### config.mk
export PLATFORM = sky130hd
export DESIGN_NAME = ics_slave
export DESIGN_NICKNAME = d
export VERILOG_FILES = /design/src/core/ics_pkg.sv /design/src/core/ics_sync.sv /design/src/core/ics_addr_cmp.sv /design/src/core/ics_slave.sv
export SDC_FILE = /design/constraint.sdc
export NUM_CORES = 1
export LEC_CHECK = 0
export BUFFER_PORTS_ARGS = -buffer_cell sky130_fd_sc_hd__clkbuf_2
export CAP_MARGIN = 20
export CORE_MARGIN = 4
export CORE_UTILIZATION = 55
export CTS_CLUSTER_SIZE = 8
export DETAILED_ROUTE_END_ITERATION = 8
export PLACE_DENSITY = 0.86
export SKIP_CTS_REPAIR_TIMING = 1
export SYNTH_ARGS = -nofsm -noshare
export SYNTH_HDL_FRONTEND = slang
export SYNTH_SLANG_ARGS = --single-unit
### constraint.sdc
create_clock -name pclk -period 3.5 [get_ports pclk]
set_input_delay 0.875 -clock pclk [delete_from_list [all_inputs] [get_ports pclk]]
set_output_delay 0.875 -clock pclk [all_outputs]
set_load 0.1 [all_outputs]
### src/core/ics_pkg.sv
// Package with register map, field layout, states and carriers of the two-wire slave interface.
package ics_pkg;

    // ------------------------------------------------------------
    // Register indices; the byte address is four times the index.
    // ------------------------------------------------------------
    localparam int          APB_AW        = 12;
    localparam int          IDX_W         = 10;
    localparam logic [9:0]  IDX_ADDR_TWO  = 10'h091;
    localparam logic [9:0]  IDX_ADDR_THR  = 10'h092;
    localparam logic [9:0]  IDX_ADDR_FOUR = 10'h093;
    localparam logic [9:0]  IDX_CTRL      = 10'h098;
    localparam logic [9:0]  IDX_DATA      = 10'h09A;
    localparam logic [9:0]  IDX_ADDR_ONE  = 10'h09B;
    localparam logic [9:0]  IDX_IRQ_STAT  = 10'h09C;
    localparam logic [9:0]  IDX_IRQ_MASK  = 10'h09D;

    // ------------------------------------------------------------
    // Reset values and field positions.
    // ------------------------------------------------------------
    localparam logic [7:0]  RST_ADDR_ONE  = 8'h55;
    localparam logic [7:0]  RST_ADDR_MORE = 8'h7F;
    localparam logic [7:0]  RST_DATA      = 8'h00;
    localparam int          CTRL_SRST     = 2;
    localparam int          CTRL_DIR      = 1;
    localparam int          CTRL_FLAG     = 0;
    localparam int          IRQ_W         = 3;
    localparam int          IRQ_BYTE      = 0;
    localparam int          IRQ_ADDR      = 1;
    localparam int          IRQ_STOP      = 2;
    localparam int          NUM_ADDR      = 4;
    localparam logic [3:0]  BYTE_BITS     = 4'h8;

    typedef enum logic [2:0] {
        ST_IDLE   = 3'b000,
        ST_ADDR   = 3'b001,
        ST_ACK    = 3'b010,
        ST_RX     = 3'b011,
        ST_TX     = 3'b100,
        ST_TXACK  = 3'b101,
        ST_TXLOAD = 3'b110
    } ics_state_e;

    typedef struct packed {
        logic scl;
        logic sda;
    } ics_line_s;

    typedef struct packed {
        ics_state_e             state;
        logic [3:0]             cnt;
        logic [7:0]             shreg;
        logic                   nack;
        ics_line_s              line_prev;
        logic [NUM_ADDR-1:0][7:0] slave_addr;
        logic [7:0]             tx_data;
        logic [7:0]             rx_data;
        logic                   srst;
        logic                   dir;
        logic                   flag;
        logic [IRQ_W-1:0]       irq_stat;
        logic [IRQ_W-1:0]       irq_mask;
        logic                   irq;
        logic                   pready;
        logic                   pslverr;
        logic [31:0]            prdata;
        logic                   scl_oe;
        logic                   sda_oe;
        logic                   scl_o;
        logic                   sda_o;
    } ics_st_s;

endpackage : ics_pkg

### src/core/ics_sync.sv
// Two-flop synchroniser for pin inputs.
`timescale 1ns/1ns
module ics_sync
    import ics_pkg::*;
#(
    parameter int W = 2
)(
    input  wire logic         clk,
    input  wire logic         rst_n,
    input  wire logic [W-1:0] d,
    output logic      [W-1:0] q
);
    logic [W-1:0] meta_q;

    always_ff @(posedge clk or negedge rst_n)
    begin
        if (!rst_n)
        begin
            meta_q <= '1;
            q      <= '1;
        end
        else
        begin
            meta_q <= d;
            q      <= meta_q;
        end
    end
endmodule : ics_sync

### src/core/ics_addr_cmp.sv
// Compare of a received 7-bit address with one slave address register.
`timescale 1ns/1ns
module ics_addr_cmp
    import ics_pkg::*;
(
    input  wire logic [7:0] slave_addr,
    input  wire logic [6:0] rx_addr,
    output logic            hit
);
    assign hit = (slave_addr[6:0] == rx_addr);
endmodule : ics_addr_cmp

### src/core/ics_slave.sv
// Two-wire serial slave interface with APB register access.
//
// The APB interface to the registers was decided locally.
`timescale 1ns/1ns
module ics_slave
    import ics_pkg::*;
(
    input  wire logic              pclk,
    input  wire logic              presetn,
    input  wire logic              psel,
    input  wire logic              penable,
    input  wire logic              pwrite,
    input  wire logic [APB_AW-1:0] paddr,
    input  wire logic [31:0]       pwdata,
    output logic      [31:0]       prdata,
    output logic                   pready,
    output logic                   pslverr,
    input  wire logic              scl_i,
    output logic                   scl_o,
    output logic                   scl_oe,
    input  wire logic              sda_i,
    output logic                   sda_o,
    output logic                   sda_oe,
    output logic                   irq
);

    // ------------------------------------------------------------
    // Pin sampling and bus events.
    // ------------------------------------------------------------
    ics_line_s             line;
    ics_st_s               s;
    ics_st_s               n;
    logic [NUM_ADDR-1:0]   hit_vec;
    logic                  scl_rise;
    logic                  scl_fall;
    logic                  start_ev;
    logic                  stop_ev;
    logic [IDX_W-1:0]      idx;
    logic                  xfer;
    logic                  mapped;
    logic                  data_acc;
    logic                  byte_set;
    logic                  addr_set;
    logic                  stop_set;
    logic [31:0]           rdata;

    ics_sync #(.W(2)) u_sync (
        .clk   (pclk),
        .rst_n (presetn),
        .d     ({scl_i, sda_i}),
        .q     (line)
    );

    genvar gi;
    generate
        for (gi = 0; gi < NUM_ADDR; gi++)
        begin : g_cmp
            ics_addr_cmp u_cmp (
                .slave_addr (s.slave_addr[gi]),
                .rx_addr    (s.shreg[7:1]),
                .hit        (hit_vec[gi])
            );
        end
    endgenerate

    // The interface is always clocked from pclk; the link clock is only sampled.
    assign scl_rise = line.scl & ~s.line_prev.scl;
    assign scl_fall = ~line.scl & s.line_prev.scl;
    assign start_ev = line.scl & s.line_prev.scl & s.line_prev.sda & ~line.sda;
    assign stop_ev  = line.scl & s.line_prev.scl & ~s.line_prev.sda & line.sda;

    assign idx      = paddr[APB_AW-1:2];
    assign xfer     = psel & penable & s.pready;
    assign data_acc = xfer & (idx == IDX_DATA);

    // ------------------------------------------------------------
    // Register read decode.
    // ------------------------------------------------------------
    always_comb
    begin
        rdata  = '0;
        mapped = 1'b1;
        case (idx)
            IDX_ADDR_ONE:  rdata[7:0] = s.slave_addr[0];
            IDX_ADDR_TWO:  rdata[7:0] = s.slave_addr[1];
            IDX_ADDR_THR:  rdata[7:0] = s.slave_addr[2];
            IDX_ADDR_FOUR: rdata[7:0] = s.slave_addr[3];
            IDX_DATA:      rdata[7:0] = s.rx_data;
            IDX_CTRL:
            begin
                rdata[CTRL_SRST] = s.srst;
                rdata[CTRL_DIR]  = s.dir;
                rdata[CTRL_FLAG] = s.flag;
            end
            IDX_IRQ_STAT:  rdata[IRQ_W-1:0] = s.irq_stat;
            IDX_IRQ_MASK:  rdata[IRQ_W-1:0] = s.irq_mask;
            default:       mapped = 1'b0;
        endcase
    end

    // ------------------------------------------------------------
    // Next-state logic.
    // ------------------------------------------------------------
    always_comb
    begin
        n        = s;
        byte_set = 1'b0;
        addr_set = 1'b0;
        stop_set = 1'b0;
        n.line_prev = line;

        // APB answers one cycle after the access phase starts.
        n.pready = psel & penable & ~s.pready;
        if (psel & penable & ~s.pready)
        begin
            n.prdata  = rdata;
            n.pslverr = ~mapped;
        end

        if (xfer & pwrite & mapped)
        begin
            case (idx)
                IDX_ADDR_ONE:  n.slave_addr[0] = pwdata[7:0];
                IDX_ADDR_TWO:  n.slave_addr[1] = pwdata[7:0];
                IDX_ADDR_THR:  n.slave_addr[2] = pwdata[7:0];
                IDX_ADDR_FOUR: n.slave_addr[3] = pwdata[7:0];
                IDX_DATA:      n.tx_data       = pwdata[7:0];
                IDX_CTRL:      n.srst          = pwdata[CTRL_SRST];
                IDX_IRQ_MASK:  n.irq_mask      = pwdata[IRQ_W-1:0];
                default:       n.tx_data       = n.tx_data;
            endcase
        end

        // Serial engine; data only changes while the clock line is low.
        case (s.state)
            ST_ADDR, ST_RX:
            begin
                if (scl_rise)
                begin
                    n.shreg = {s.shreg[6:0], line.sda};
                    n.cnt   = s.cnt + 4'h1;
                end
                else if (scl_fall && s.cnt == BYTE_BITS)
                begin
                    n.cnt = '0;
                    if (s.state == ST_RX)
                    begin
                        n.rx_data = s.shreg;
                        n.dir     = 1'b0;
                        byte_set  = 1'b1;
                        n.sda_oe  = 1'b1;
                        n.state   = ST_ACK;
                    end
                    else if (|hit_vec)
                    begin
                        n.rx_data = s.shreg;
                        n.dir     = s.shreg[0];
                        byte_set  = 1'b1;
                        addr_set  = 1'b1;
                        n.sda_oe  = 1'b1;
                        n.state   = ST_ACK;
                    end
                    else
                    begin
                        n.state = ST_IDLE;
                    end
                end
            end
            ST_ACK:
            begin
                if (scl_fall)
                begin
                    n.sda_oe = 1'b0;
                    n.cnt    = '0;
                    n.state  = s.dir ? ST_TXLOAD : ST_RX;
                end
            end
            ST_TXLOAD:
            begin
                if (!(s.flag & ~data_acc))
                begin
                    n.shreg  = n.tx_data;
                    n.sda_oe = ~n.tx_data[7];
                    n.cnt    = '0;
                    n.state  = ST_TX;
                end
            end
            ST_TX:
            begin
                if (scl_fall)
                begin
                    n.cnt = s.cnt + 4'h1;
                    if (s.cnt + 4'h1 == BYTE_BITS)
                    begin
                        n.sda_oe = 1'b0;
                        byte_set = 1'b1;
                        n.state  = ST_TXACK;
                    end
                    else
                    begin
                        n.shreg  = {s.shreg[6:0], 1'b0};
                        n.sda_oe = ~s.shreg[6];
                    end
                end
            end
            ST_TXACK:
            begin
                if (scl_rise)
                begin
                    n.nack = line.sda;
                end
                else if (scl_fall)
                begin
                    n.state = s.nack ? ST_IDLE : ST_TXLOAD;
                end
            end
            default:
            begin
                n.state = ST_IDLE;
            end
        endcase

        if (stop_ev)
        begin
            stop_set = (s.state != ST_IDLE);
            n.state  = ST_IDLE;
            n.sda_oe = 1'b0;
        end
        else if (start_ev)
        begin
            n.state  = ST_ADDR;
            n.cnt    = '0;
            n.sda_oe = 1'b0;
        end

        // Held in reset keeps the lines released and drops any transfer.
        if (s.srst)
        begin
            n.state  = ST_IDLE;
            n.cnt    = '0;
            n.sda_oe = 1'b0;
            byte_set = 1'b0;
            addr_set = 1'b0;
            stop_set = 1'b0;
        end

        // A byte event in the same cycle as a data access wins over the clear.
        n.flag = (s.flag & ~data_acc) | byte_set;
        n.irq_stat = s.irq_stat;
        n.irq_stat[IRQ_BYTE] = s.irq_stat[IRQ_BYTE] & ~data_acc;
        if (xfer & pwrite & (idx == IDX_IRQ_STAT))
        begin
            n.irq_stat = n.irq_stat & ~pwdata[IRQ_W-1:0];
        end
        n.irq_stat[IRQ_BYTE] = n.irq_stat[IRQ_BYTE] | byte_set;
        n.irq_stat[IRQ_ADDR] = n.irq_stat[IRQ_ADDR] | addr_set;
        n.irq_stat[IRQ_STOP] = n.irq_stat[IRQ_STOP] | stop_set;
        n.irq = |(s.irq_stat & s.irq_mask);

        // Stretching costs bus time but keeps a byte from being overrun.
        n.scl_oe = ((n.state == ST_ACK) | (n.state == ST_TXLOAD)) & n.flag;
    end

    always_ff @(posedge pclk or negedge presetn)
    begin
        if (!presetn)
        begin
            s               <= '0;
            s.state         <= ST_IDLE;
            s.line_prev     <= '1;
            s.slave_addr[0] <= RST_ADDR_ONE;
            s.slave_addr[1] <= RST_ADDR_MORE;
            s.slave_addr[2] <= RST_ADDR_MORE;
            s.slave_addr[3] <= RST_ADDR_MORE;
            s.tx_data       <= RST_DATA;
            s.rx_data       <= RST_DATA;
        end
        else
        begin
            s <= n;
        end
    end

    assign prdata  = s.prdata;
    assign pready  = s.pready;
    assign pslverr = s.pslverr;
    assign scl_o   = s.scl_o;
    assign scl_oe  = s.scl_oe;
    assign sda_o   = s.sda_o;
    assign sda_oe  = s.sda_oe;
    assign irq     = s.irq;
endmodule : ics_slave

Word level (Yosys, flattened, before mapping)
Index checks and enable logic that the tools add are counted.

Input port bits: 51. Word-level logic and storage cells: 171. Register bits: 92. Output and inout port bits: 39.

Bitwise gates (word level): 35. Add/subtract/negate cells: 1. Reductions and logical operators: 19. Equality and inequality tests: 32. Multiplexer cells: 59.

Operators by type and width (count): 10-bit by 8-bit equality test with 1-bit output (second input constant) (8); 8-bit two-way mux (6); 15-bit two-way mux (2); 7-bit equality test (4); 1-bit two-way mux (28); 7-bit two-way mux (4); 3-bit two-way mux (9); 5-bit inequality test (second input constant) (5); 5-bit case mux with 5 select lines (1); 3-bit case mux with 8 select lines (1); 8-bit case mux with 3 select lines (1); 1-bit AND (17); 4-bit case mux with 4 select lines (1); 3-bit case mux with 5 select lines (1); 2-bit AND reduction (7); 3-bit equality test (second input constant) (4); 1-bit inverter (10); 3-bit by 2-bit equality test with 1-bit output (second input constant) (3); 4-bit equality test (second input constant) (2); 4-bit two-way mux (2); 2-bit inequality test (second input constant) (4); 8-bit OR reduction (1); 7-bit AND reduction (1); 7-bit nonzero test (1); 17 further kinds (23).

Logic depth before layout (Yosys ltp)
Depth after elaboration: 13. Gate-level depth with buffers: 9. Depth with buffers taken out: 8.

By module
A second synthesis with hierarchy kept.

Cell total of the unflattened synthesis: 501. Area, all modules: 5357.6 um^2.

By module, submodules not included: ics_slave (cells each 461, times used 1, area each 4932.2 um^2, seq. area each 2235.9 um^2); ics_addr_cmp (cells each 9, times used 4, area each 80.1 um^2, seq. area each 0.0 um^2); ics_sync (cells each 4, times used 1, area each 105.1 um^2, seq. area each 105.1 um^2).

Worst setup path before layout
Ideal clock, no wire load.

Kind: in2reg. Start point: in paddr[11]. End point: reg s[100] in the netlist's numbering. Required time: 3.373 ns. Arrival time: 2.912 ns. Buffers on the path: 1. Stages on the path: 7. Library setup time: 0.127 ns. Setup slack: 0.461 ns. Cell sequence: or4b_1 -> or3_1 -> buf_6 -> nor2_4 -> mux2_2 -> a22o_2 -> mux2_1.

RTL lines: start: declaration (line ics_slave.sv:13) `input wire logic [APB_AW-1:0] paddr,`; end signal: assignment (line ics_slave.sv:280) `s <= n;`; end: declaration (line ics_slave.sv:31) `ics_st_s s;`.

==> results.txt <==
----------------------------------------------------
[Run status]
  Status ... completed

[Clock network]
  Buffer levels on the longest clock path ... 2
  Root buffer selected by CTS ... sky130_fd_sc_hd__clkbuf_8
  Num CTS Buffers ... 9
  Maximum level of the CTS H-tree ... 3
  Clk_lat worst skew ... about 0.37 ns
  Clock-pin slew reported for the worst setup and hold paths after clock tree synthesis ... roughly 0.10 ns
  CTS tree ... done
  Total number of clock tree sinks ... 92

[Pwr]
  Leakage Power ... ~2.6 nW
  Worst vdd rail ir drop ... between 0.2 and 0.25 mV
  Power density cells ... slightly below 500 mW/mm2
  Total Power Consumption ... 2.75 mW

[GRT]
  Congestion Overflow GR ... 0
  First-pass GRT wire length ... 19200 um
  Vias in the first global route ... between 3000 and 4000
  Number of antenna violations at the first check in global routing ... 0
  Total routing resource utilization after global routing ... 0.214
  Largest net degree at the start of global routing ... 85

[STA]
  Aggregate negative setup slack ... 0 ns
  Worst Hold Margin ... about 0.36 ns
  Portion of the clock cycle consumed by the worst path in the final layout ... 0.822
  Unrepaired setup endpoints after global routing ... false
  Max transition margin ... 0.541
  Shortest period the worst path allows ... about 2.9 ns
  Number of failing setup endpoints in the final timing report ... 0
  Peak clock frequency supported by timing ... 0.348 GHz
  Worst-Margin Slew ... a little under 0.7 ns
  Worst-case clock skew ... between 0.01 and 0.015 ns
  Number of pins exceeding their max-slew limit in the final report ... 0
  Final Hold Vio Count ... 0

[Worst setup path]
  Data required time of the critical path ... about 3.8 ns
  Startpoint Class ... primary input
  Arrival time worst endpoint ... ~3.1 ns
  Maximum fanout count along the critical path ... 8
  Nature of the critical path endpoint ... register
  Worst Setup Path Type ... primary input to register

[Placement]
  Final HPWL DP ... between 8000 and 9000 um
  Last weighted congestion value of the routability-driven placer ... a little under 0.9
  Port buffer count ... 37
  Total cell area at the placement stage ... 0.00540 mm2

[Finish]
  Final std cell area, no fill ... roughly 0.0056 mm2
  Fin nets ... around 570
  Fraction of final layout cells sized beyond drive strength 1 ... 0.323
  Number of filler instances in the final layout ... ~750
  ANT cells ... 0
  End-of-flow core utilization ... 0.602
  Area delta synth->final ... 5.90%

[Die]
  Area of the die ... between 0.01 and 0.015 mm2
  Core Region ... approximately 0.0093 mm2
  Die Width ... 106 um
  IO Pins ... 90
  Row Count ... 35
  Starting density of the core ... 0.568
  Die height ... ~110 um

[Logic synthesis]
  Post-synthesis area per instance ... 10.8 um2
  Most used flip-flop cell after synthesis ... sky130_fd_sc_hd__dfrtp_1
  Cell taking the most area after synthesis ... sky130_fd_sc_hd__dfrtp_1
  Largest cells by area after synthesis ... sky130_fd_sc_hd__dfrtp_1 29%, sky130_fd_sc_hd__dfstp_2 15%, sky130_fd_sc_hd__mux2_2 12%
  Post-Syn Area ... 0.00530 mm2
  Number of library cell types mapped by synthesis ... 69
  Synthesized instance count ... 492
  Post-synth top area share ... 0.288
  Share of flip-flops with an asynchronous set or reset after synthesis ... 1.00
  Count of flip-flops with a built-in enable after synthesis ... 0
  Register bit count reported by yosys ... 92
  Number of warnings issued by yosys ... 0
  Sequential fraction of the synthesis area ... 0.442

[Min path]
  Hold/Removal Path Class ... register to register

[Drt]
  DRC violation count after routing ... 0
  Wirelength per Cell ... roughly 18 um
  First drt pass iteration count ... 5
  Antenna-violating nets left ... 0
  Vias ... between 3000 and 4000
  Vias per cell ... roughly 6
  Iteration-0 DRC count of the detailed router ... 294
  Final Routed Wirelength ... between 10000 and 15000 um

[Flow run]
  Number of max-cap violations ... 0

----------------------------------------------------
==> worst max-delay path: stages <==
cell	delay, ns
sky130_fd_sc_hd__clkbuf_2	0.09
sky130_fd_sc_hd__or4b_1	0.53
sky130_fd_sc_hd__or3_1	0.43
sky130_fd_sc_hd__nor2_4	0.28
sky130_fd_sc_hd__mux2_2	0.40
sky130_fd_sc_hd__a22o_2	0.24
sky130_fd_sc_hd__mux2_1	0.27
==> synthesized netlist by cell type, types with 4 or more instances <==
| cell type | count |
|---|---|
| sky130_fd_sc_hd__dfrtp_1 | 61 |
| sky130_fd_sc_hd__mux2_2 | 55 |
| sky130_fd_sc_hd__buf_4 | 37 |
| sky130_fd_sc_hd__nand2_1 | 36 |
| sky130_fd_sc_hd__dfstp_2 | 31 |
| sky130_fd_sc_hd__xor2_1 | 29 |
| sky130_fd_sc_hd__nor2_1 | 27 |
| sky130_fd_sc_hd__o21ai_0 | 17 |
| sky130_fd_sc_hd__inv_1 | 14 |
| sky130_fd_sc_hd__a21oi_1 | 13 |
| sky130_fd_sc_hd__mux2i_1 | 12 |
| sky130_fd_sc_hd__nor3_1 | 12 |
| sky130_fd_sc_hd__clkbuf_1 | 11 |
| sky130_fd_sc_hd__nand3_1 | 9 |
| sky130_fd_sc_hd__a22o_1 | 8 |
| sky130_fd_sc_hd__buf_6 | 8 |
| sky130_fd_sc_hd__mux2_1 | 8 |
| sky130_fd_sc_hd__or3_1 | 8 |
| sky130_fd_sc_hd__a22o_2 | 6 |
| sky130_fd_sc_hd__a22oi_1 | 5 |
| sky130_fd_sc_hd__a31oi_1 | 5 |
| sky130_fd_sc_hd__nor4_1 | 5 |
| sky130_fd_sc_hd__a222oi_1 | 4 |
| sky130_fd_sc_hd__nand4_1 | 4 |
| sky130_fd_sc_hd__nor2b_1 | 4 |
| sky130_fd_sc_hd__o22ai_1 | 4 |
==> cells in the final DEF (no fill, tap or decap), types with 4 or more instances in the layout <==
| master | count |
|---|---|
| sky130_fd_sc_hd__mux2i_1 | 12 |
| sky130_fd_sc_hd__xor2_1 | 29 |
| sky130_fd_sc_hd__nor2b_1 | 4 |
| sky130_fd_sc_hd__nand4_1 | 4 |
| sky130_fd_sc_hd__clkbuf_8 | 9 |
| sky130_fd_sc_hd__a22o_2 | 6 |
| sky130_fd_sc_hd__a22o_1 | 8 |
| sky130_fd_sc_hd__buf_4 | 13 |
| sky130_fd_sc_hd__nor4_1 | 5 |
| sky130_fd_sc_hd__or3_1 | 8 |
| sky130_fd_sc_hd__dfstp_2 | 31 |
| sky130_fd_sc_hd__a31oi_1 | 5 |
| sky130_fd_sc_hd__a22oi_1 | 5 |
| sky130_fd_sc_hd__nand3_1 | 9 |
| sky130_fd_sc_hd__dfrtp_1 | 61 |
| sky130_fd_sc_hd__mux2_1 | 8 |
| sky130_fd_sc_hd__nor2_1 | 27 |
| sky130_fd_sc_hd__o21ai_0 | 17 |
| sky130_fd_sc_hd__clkinvlp_4 | 4 |
| sky130_fd_sc_hd__o22ai_1 | 4 |
| sky130_fd_sc_hd__nor3_1 | 12 |
| sky130_fd_sc_hd__clkbuf_2 | 36 |
| sky130_fd_sc_hd__a222oi_1 | 4 |
| sky130_fd_sc_hd__conb_1 | 26 |
| sky130_fd_sc_hd__nand2_1 | 36 |
| sky130_fd_sc_hd__mux2_2 | 55 |
| sky130_fd_sc_hd__inv_1 | 14 |
| sky130_fd_sc_hd__a21oi_1 | 13 |
==> metrics by stage <==
step	setup WS [ns]	instances
2_1_floorplan	0.461	517
6_report	0.623	652
5_1_grt	0.570	652
3_5_place_dp	0.263	635
3_3_place_gp	0.289	635
4_1_cts	0.637	651
==> report_power, final <==
part / leakage, nW / switching (mW) / internal, mW
registers: 1.13 / 0.179 / 1.16
logic: 1.43 / 0.468 / 0.268
clock network: 0.0815 / 0.404 / 0.269
==> logic make-up after synthesis <==
logic type	synth area share
multiplexers	0.157
other	0.000708
buffers and inverters	0.0916
adder cells (fa/ha/maj)	0.00708
AO/OA/AOI/OAI	0.123
flip-flops	0.442
AND/OR/NAND/NOR	0.130
XOR/XNOR	0.0496
==> final timing paths <==
kind                                   from  slack [ns]  cells past startpoint           to
setup / recovery                  paddr[11]        0.62                      7       s[103]
hold / removal             u_sync.meta_q[0]        0.36                      0  u_sync.q[0]
setup reg to reg                     s[102]        1.09                      6        s[54]
hold reg to reg            u_sync.meta_q[0]        0.36                      0  u_sync.q[0]
max in group asynchronous           presetn        2.30                      3        s[93]
min in group asynchronous           presetn        0.37                      1       s[107]
==> sequential cells by signal, indices dropped and copies added, names as in the netlist <==
register	count
prdata	8
s	75
pslverr	1
u_sync.meta_q	2
sda_oe	1
pready	1
irq	1
u_sync.q	2
scl_oe	1
==> area by class of cell <==
class | instances | area (um2) | share of cell area
clock buffers | 9 | 124 | 0.0221
clock inverters | 7 | 61.3 | 0.0109
inverters | 14 | 52.6 | 0.00936
multi-input cells | 351 | 2570 | 0.457
flip-flops and latches | 92 | 2340 | 0.417
well taps | 129 | 161 | 0.0288
repair buffers | 50 | 305 | 0.0544
==> routing by layer <==
metal | global-route usage | share of wire | up-vias
met4 | 0.0897 | 0.021 | 0
met2 | 0.345 | 0.47 | 184
met3 | 0.0419 | 0.080 | 26
met5 | 0 | 0 | -
li1 | - | - | 1761
met1 | 0.283 | 0.43 | 1861
(Power assumes the default switching activity.)
